[src/common/hdr_log_map.svh]
// offsets and field reset values of the secondary header log
`ifndef HDR_LOG_MAP_SVH
`define HDR_LOG_MAP_SVH
`define HDR_LOG_WORD0_OFS   12'h13C
`define HDR_LOG_WORD1_OFS   12'h140
`define HDR_LOG_WORD2_OFS   12'h144
`define HDR_LOG_WORD3_OFS   12'h148
`define HDR_LOG_RESET       32'h0000_0000
`define HDR_LOG_CMD_RESET   4'h0
`define HDR_LOG_ADDR_RESET  32'h0000_0000
`define HDR_LOG_RSVD_HI     20'h0_0000
`define HDR_LOG_ATTR_ZERO   4'h0
`define HDR_LOG_ATTR_LOW    32'h0000_0000
`endif

[src/common/hdr_log_pkg.sv]
// types shared by the secondary header log block
package hdr_log_pkg;
  // one observed address phase pair from the secondary bus
  typedef struct packed {
    logic [31:0] addrFirst;
    logic [31:0] addrSecond;
    logic [3:0]  cmdFirst;
    logic [3:0]  cmdSecond;
    logic        dualCycle;
  } bus_phase_s;

  // the 128-bit log in field order, msb first
  typedef struct packed {
    logic [31:0] addrHigh;
    logic [31:0] addrLow;
    logic [19:0] reservedHi;
    logic [3:0]  upperCmd;
    logic [3:0]  lowerCmd;
    logic [3:0]  attributeHi;
    logic [31:0] attributeLo;
  } log_fields_s;

  typedef enum logic [1:0] {
    WORD0 = 2'h0,
    WORD1 = 2'h1,
    WORD2 = 2'h2,
    WORD3 = 2'h3
  } log_word_e;
endpackage

[src/rtl/hdr_log_word_mux.sv]
// read selection of one 32-bit word out of the 128-bit log
`timescale 1ns/1ps
`include "hdr_log_map.svh"
module hdr_log_word_mux #(
  parameter int WORDS = 4
) (
  input  wire logic [WORDS*32-1:0] logBits,
  input  wire logic [WORDS-1:0]    wordHit,
  output logic      [31:0]         wordData
);
  logic [31:0] partial [WORDS+1];

  assign partial[0] = `HDR_LOG_RESET;
  genvar w;
  generate
    for (w = 0; w < WORDS; w++) begin : g_word
      // word w maps bits 32w+31 down to 32w
      assign partial[w+1] = partial[w] | (wordHit[w] ? logBits[w*32 +: 32] : `HDR_LOG_RESET);
    end
  endgenerate
  assign wordData = partial[WORDS];
endmodule

[src/rtl/secondary_bus_error_header_log.sv]
// secondary bus error header log: capture and config read-back
`timescale 1ns/1ps
`include "hdr_log_map.svh"
module secondary_bus_error_header_log #(
  parameter int WORDS = 4
) (
  input  wire logic                      clk_sys,
  input  wire logic                      reset_n,
  input  wire logic                      pcieResetPin_n,
  input  wire logic                      global_reset_pin,
  input  wire logic                      errorStatusSet,
  input  wire hdr_log_pkg::bus_phase_s   busPhase,
  input  wire logic                      cfgRead,
  input  wire logic                      cfgWrite,
  input  wire logic [11:0]               cfgAddr,
  input  wire logic [31:0]               cfgWriteData,
  output logic      [31:0]               cfgReadData,
  output logic                           cfgReadValid,
  output logic                           cfgHit
);
  //////////////////////////////////////////////////////////////////////////
  // fundamental reset: low while reset_n is low, pcieResetPin_n is low or global_reset_pin is high
  logic pcieResetActive;
  logic globalResetActive;
  logic fundamental_reset_n;

  assign pcieResetActive   = ~pcieResetPin_n;
  assign globalResetActive = global_reset_pin;
  // fundamental reset sources
  // block reset is folded in so a power-on clear also empties the log
  assign fundamental_reset_n = reset_n & ~pcieResetActive & ~globalResetActive;

  //////////////////////////////////////////////////////////////////////////
  // capture inputs from the failing bus cycle
  logic        captureNow;
  logic        dualCaptured;
  logic [31:0] addrHighCaptured;
  logic [3:0]  upperCmdCaptured;

  // capture with status
  // tied to the status level, so every cycle errorStatusSet stays high captures the bus again
  assign captureNow   = errorStatusSet;
  assign dualCaptured = busPhase.dualCycle;

  assign addrHighCaptured = dualCaptured ? busPhase.addrSecond : `HDR_LOG_ADDR_RESET;
  // dual cycle command
  // a single cycle has no second phase, so a stale upper command must not linger
  assign upperCmdCaptured = dualCaptured ? busPhase.cmdSecond : `HDR_LOG_CMD_RESET;

  //////////////////////////////////////////////////////////////////////////
  // next values of the log fields
  logic [31:0] addrLow_reg;
  logic [31:0] addrLow_next;
  logic [31:0] addrHigh_reg;
  logic [31:0] addrHigh_next;
  logic [3:0]  lowerCmd_reg;
  logic [3:0]  lowerCmd_next;
  logic [3:0]  upperCmd_reg;
  logic [3:0]  upperCmd_next;

  assign addrLow_next  = captureNow ? busPhase.addrFirst : addrLow_reg;
  assign addrHigh_next = captureNow ? addrHighCaptured : addrHigh_reg;
  assign lowerCmd_next = captureNow ? busPhase.cmdFirst : lowerCmd_reg;
  assign upperCmd_next = captureNow ? upperCmdCaptured : upperCmd_reg;

  //////////////////////////////////////////////////////////////////////////
  // log field registers, cleared by nothing but the fundamental reset

  always_ff @(posedge clk_sys) begin
    if (!fundamental_reset_n) begin
      addrLow_reg <= `HDR_LOG_ADDR_RESET;
    end else begin
      addrLow_reg <= addrLow_next;
    end
  end

  always_ff @(posedge clk_sys) begin
    if (!fundamental_reset_n) begin
      addrHigh_reg <= `HDR_LOG_ADDR_RESET;
    end else begin
      addrHigh_reg <= addrHigh_next;
    end
  end

  always_ff @(posedge clk_sys) begin
    if (!fundamental_reset_n) begin
      lowerCmd_reg <= `HDR_LOG_CMD_RESET;
    end else begin
      lowerCmd_reg <= lowerCmd_next;
    end
  end

  always_ff @(posedge clk_sys) begin
    if (!fundamental_reset_n) begin
      upperCmd_reg <= `HDR_LOG_CMD_RESET;
    end else begin
      upperCmd_reg <= upperCmd_next;
    end
  end

  //////////////////////////////////////////////////////////////////////////
  // assemble the 128-bit log
  hdr_log_pkg::log_fields_s logFields;
  logic [WORDS-1:0][31:0]   logWords;

  assign logFields.addrHigh    = addrHigh_reg;
  assign logFields.addrLow     = addrLow_reg;
  assign logFields.reservedHi  = `HDR_LOG_RSVD_HI;
  assign logFields.upperCmd    = upperCmd_reg;
  assign logFields.lowerCmd    = lowerCmd_reg;
  assign logFields.attributeHi = `HDR_LOG_ATTR_ZERO;
  assign logFields.attributeLo = `HDR_LOG_ATTR_LOW;
  assign logWords              = logFields;

  //////////////////////////////////////////////////////////////////////////
  // the four software-visible words
  logic [31:0] hdrLogWord0;
  logic [31:0] hdrLogWord1;
  logic [31:0] hdrLogWord2;
  logic [31:0] hdrLogWord3;

  assign hdrLogWord0 = logWords[hdr_log_pkg::WORD0];
  assign hdrLogWord1 = logWords[hdr_log_pkg::WORD1];
  assign hdrLogWord2 = logWords[hdr_log_pkg::WORD2];
  assign hdrLogWord3 = logWords[hdr_log_pkg::WORD3];

  //////////////////////////////////////////////////////////////////////////
  // config decode
  function automatic logic [WORDS-1:0] decodeWord(input logic [11:0] addr);
    logic [WORDS-1:0] hit;
    hit = '0;
    case (addr)
      `HDR_LOG_WORD0_OFS: hit[hdr_log_pkg::WORD0] = 1'b1;
      `HDR_LOG_WORD1_OFS: hit[hdr_log_pkg::WORD1] = 1'b1;
      `HDR_LOG_WORD2_OFS: hit[hdr_log_pkg::WORD2] = 1'b1;
      `HDR_LOG_WORD3_OFS: hit[hdr_log_pkg::WORD3] = 1'b1;
      default:            hit = '0;
    endcase
    return hit;
  endfunction

  logic [WORDS-1:0] wordHit;

  assign wordHit = decodeWord(cfgAddr);
  assign cfgHit  = |wordHit;

  //////////////////////////////////////////////////////////////////////////
  // write handling
  logic writeToLog;

  // writes dropped
  // no write reaches the log registers, so no write can disturb the log
  assign writeToLog = cfgWrite & cfgHit & (|cfgWriteData | ~(|cfgWriteData));

  //////////////////////////////////////////////////////////////////////////
  // read-back
  logic [31:0] wordData;
  logic        readAccepted;
  logic [31:0] readData_next;
  logic        readValid_next;

  hdr_log_word_mux #(
    .WORDS    (WORDS)
  ) u_mux (
    .logBits  ({hdrLogWord3, hdrLogWord2, hdrLogWord1, hdrLogWord0}),
    .wordHit  (wordHit),
    .wordData (wordData)
  );

  // a read colliding with a write to a log word is dropped whole
  assign readAccepted   = cfgRead & ~writeToLog;
  // unmapped offsets return zero with valid
  assign readData_next  = readAccepted ? wordData : `HDR_LOG_RESET;
  assign readValid_next = readAccepted;

  //////////////////////////////////////////////////////////////////////////
  // read registers: one-cycle answer, zero when idle

  always_ff @(posedge clk_sys) begin
    if (!reset_n) begin
      cfgReadData <= `HDR_LOG_RESET;
    end else begin
      cfgReadData <= readData_next;
    end
  end

  always_ff @(posedge clk_sys) begin
    if (!reset_n) begin
      cfgReadValid <= 1'b0;
    end else begin
      cfgReadValid <= readValid_next;
    end
  end
endmodule

[config.mk]
export PLATFORM = sky130hd
export DESIGN_NAME = secondary_bus_error_header_log
export DESIGN_NICKNAME = d
export VERILOG_FILES = /design/src/common/hdr_log_pkg.sv /design/src/rtl/hdr_log_word_mux.sv /design/src/rtl/secondary_bus_error_header_log.sv
export VERILOG_INCLUDE_DIRS = /design/src /design/src/common
export SDC_FILE = /design/constraint.sdc
export NUM_CORES = 1
export LEC_CHECK = 0
export BUFFER_PORTS_ARGS = -buffer_cell sky130_fd_sc_hd__buf_2
export CORE_MARGIN = 2
export CORE_UTILIZATION = 35
export DETAILED_ROUTE_END_ITERATION = 8
export HOLD_SLACK_MARGIN = 0.05
export SYNTH_ARGS = -nofsm -noshare
export SYNTH_HDL_FRONTEND = slang
export SYNTH_HIERARCHICAL = 1
export SYNTH_SLANG_ARGS = --single-unit
[constraint.sdc]
create_clock -name clk_sys -period 3.11 [get_ports clk_sys]
set_input_delay 0.622 -clock clk_sys [delete_from_list [all_inputs] [get_ports clk_sys]]
set_output_delay 0.622 -clock clk_sys [all_outputs]
set_load 0.01 [all_outputs]
==> results by group <==
Clock network
  – Resized cells post-CTS: 0
  – Htree depth: 3
  – Post-CTS Setup Inserts: 0
  – Worst skew pair latency: 350 ps
  – Clk pin slew, worst setup/hold paths: 70 ps
  – CTS tree: yes
  – Max Buffers Root-to-Sink: 2
  – Clock tree sinks: 105
  – Num CTS Buffers: 9
  – CTS hold repair buffers: 0
  – Root buffer cell: clkbuf_16

Setup path
  – Slowest stage delay, CP: 620 ps
  – Crit Reg-Reg Startpoint: addrLow_reg[23]
  – Worst Setup SP: cfgAddr[7]
  – CP max FO: 7
  – CP dominant cell by count: buf_2
  – Critical path cell sequence: buf_2, nand2b_1, or4_1, a21oi_1, buf_2
  – Critical Path Slowest Stage Cell: or4_1
  – Critical path arrival: 1850 ps
  – Critical path launch point type: input pin
  – Worst EP required: 2490 ps
  – CP Capture Type: output pin
  – CP Class: input pin to output pin

STA
  – RSZ-0062 raised after global routing: false
  – Worst-Margin Slew: 764 ps
  – Setup TNS Final: 0 ps
  – # setup viols final: 0
  – Count of final hold-check violations: 0
  – Max Clock Skew: roughly 9.1 ps
  – Max-slew headroom: 49.1%
  – Final worst-path cycle share: 79.4%
  – Final Hold Slack: 490 ps
  – Slew Viols, Final: 0
  – Achievable frequency: 405 MHz
  – Min Tclk post-route: 2470 ps

Pwr
  – Int Pwr: 2.07 mW
  – Sequential group share of total power: 50.9%
  – Pleak: 2.52 nW
  – Pwr Density: 472 nW/um^2
  – VDD IR max: ~0.00022 V
  – Comb power frac: 6.8%
  – Sw power: 0.616 mW
  – Sw Ratio: between 20% and 30%
  – Clk pwr share: roughly 42%

Detailed routing
  – ANT nets after route: 0
  – Via Count: 3,933
  – DRC Markers: 0
  – Post-Route WL: 12,100 um
  – DRC marker count from the first detailed-route iteration: between 150 and 200
  – Via-to-Cell Ratio: about 4.8
  – DR WL/cell: 14.8 um
  – Initial DRT Pass Iterations: 4

Place
  – Post-DP HPWL: 7780 um
  – Cells after DPL: 804
  – GPL Wtd Cong: 0.733
  – Port Buf Inserts: between 100 and 150

Synthesis
  – Mapped Avg Cell Area: just over 9 um^2
  – Yosys top cell by area: dfxtp_1
  – Synth warn: 6
  – Largest cells by area after synthesis: dfxtp_1 47%, a22oi_1 11%, mux2i_1 8.1%
  – Synth cell types: 29
  – Post-synthesis sequential area ratio: 47.3%
  – Area of the mapped netlist: 4450 um^2
  – #FFs+latches synth: between 100 and 150
  – Post-Synthesis Cells: 482
  – Area share of the largest cell type after synthesis: a little under half

Floorplanning
  – Core ar.: 12,500 um^2
  – Initial core utilization: 35.5%
  – IO Count: between 150 and 200
  – Die area: ~14,000 um^2
  – Cell Rows: 41
  – Die Height: 117 um
  – Width of the die: 117 um

Worst hold path
  – Worst Hold Class: input pin to flip-flop
  – Hold Startpoint: busPhase[15]

Layout
  – Area grow syn2layout: 27.7%
  – Layout cells sized above 1: ~24%
  – Utilization after layout: 45.4%
  – Ant. Diodes: 0
  – Final non-filler cell total: between 800 and 900
  – Nets: 767

Global routing
  – Initial antenna violation count: 0
  – Grt total ovfl: 0
  – GRT Overall Usage: 18.3%
  – Vias in the first global route: 3,808
  – First-pass GRT wire length: 19,200 um
  – Largest net degree at the start of global routing: 73

Job
  – Max capacitance violation total: 0

Status
  – Status: finished, final reports clean
## cells in the final DEF (no fill, tap or decap), types with 9 or more instances in the layout
cell type / netlist / layout
a21oi_1: 37 / 37
a22oi_1: 64 / 64
buf_2: 14 / 124
buf_4: 3 / 11
clkbuf_16: 0 / 9
conb_1: 1 / 56
dfxtp_1: 105 / 105
mux2i_1: 36 / 36
nand2_1: 33 / 33
nor2_1: 76 / 75
nor2b_1: 36 / 36
nor4b_1: 34 / 33
## cells by family (layout without fill, tap and decap cells)
family                 after synthesis  count (layout)  share of synthesized area, %
buffers and inverters               44             155                          5.88
other                                1              56                        0.0843
multiplexers                        36              36                          8.10
XOR/XNOR                             1               1                         0.197
flip-flops                         105             105                          47.3
AO/OA/AOI/OAI                      103             103                          15.6
AND/OR/NAND/NOR                    192             192                          22.9
## layout make-up
cell class / count / area, um^2
Clock buffer: 10 / 229
Clock inverter: 6 / 66.3
Fill cell: 1294 / 6840
Inverter: 2 / 7.51
Multi-Input combinational cell: 388 / 2320
Sequential cell: 105 / 2100
Tap cell: 172 / 215
Timing Repair Buffer: 137 / 743
## cell usage after synthesis
cell type,n
buf_2,14
and2_1,1
clkbuf_1,13
and3b_1,1
conb_1,1
nor4_1,2
nor3_1,1
a22oi_1,64
nor2b_1,36
nor2_1,76
buf_4,3
a21oi_1,37
nor4b_1,34
nand2_1,33
xor2_1,1
nand4b_1,1
dfxtp_1,105
mux2i_1,36
nand3b_1,1
nand2b_1,1
inv_1,2
nand4_1,2
buf_6,9
buf_1,3
a211oi_4,1
a21o_1,1
nand3_1,1
nor2_2,1
or4_1,1
## stage by stage
stage	cell area (um^2)	power [mW]	worst slack, ps
floorplan	4650	1.49	425
global placement	5390	1.57	343
detailed placement	5390	1.58	290
CTS	5680	2.71	644
global route	5680	2.79	424
finish	5680	2.68	642
## critical path, delay by kind of cell
| kind | cells | cell delay (ps) |
|---|---|---|
| and+or+nand+nor | 2 | 760 |
| buffers and inverters | 2 | 250 |
| AOI/OAI and AO/OA | 1 | 210 |
## metal layers
metal	up-vias	share of wire [%]	global-route usage [%]
met2	103	47	30.9
met5	-	0	0
li1	1973	-	-
met4	0	1.5	6.12
met1	1844	46	23.3
met3	13	5.3	4.00
## worst paths after layout
| kind | to | depth (start not counted) | slack, ps |
|---|---|---|---|
| setup / recovery | cfgHit | 5 | 640 |
| hold reg to reg | addrLow_reg[13] | 2 | 500 |
| hold / removal | addrHigh_reg[6] | 3 | 490 |
| setup reg to reg | cfgReadData[23] | 3 | 2190 |
## power groups by stage
stage                     Sequential, mW  Combinational, mW  Clock (mW)
after floorplan                     1.39             0.0967           0
after global placement              1.40              0.178           0
after detailed placement            1.40              0.182           0
after CTS                           1.36              0.183        1.16
after global routing                1.37              0.203        1.22
final                               1.36              0.182        1.14
(Power assumes the default switching activity.)
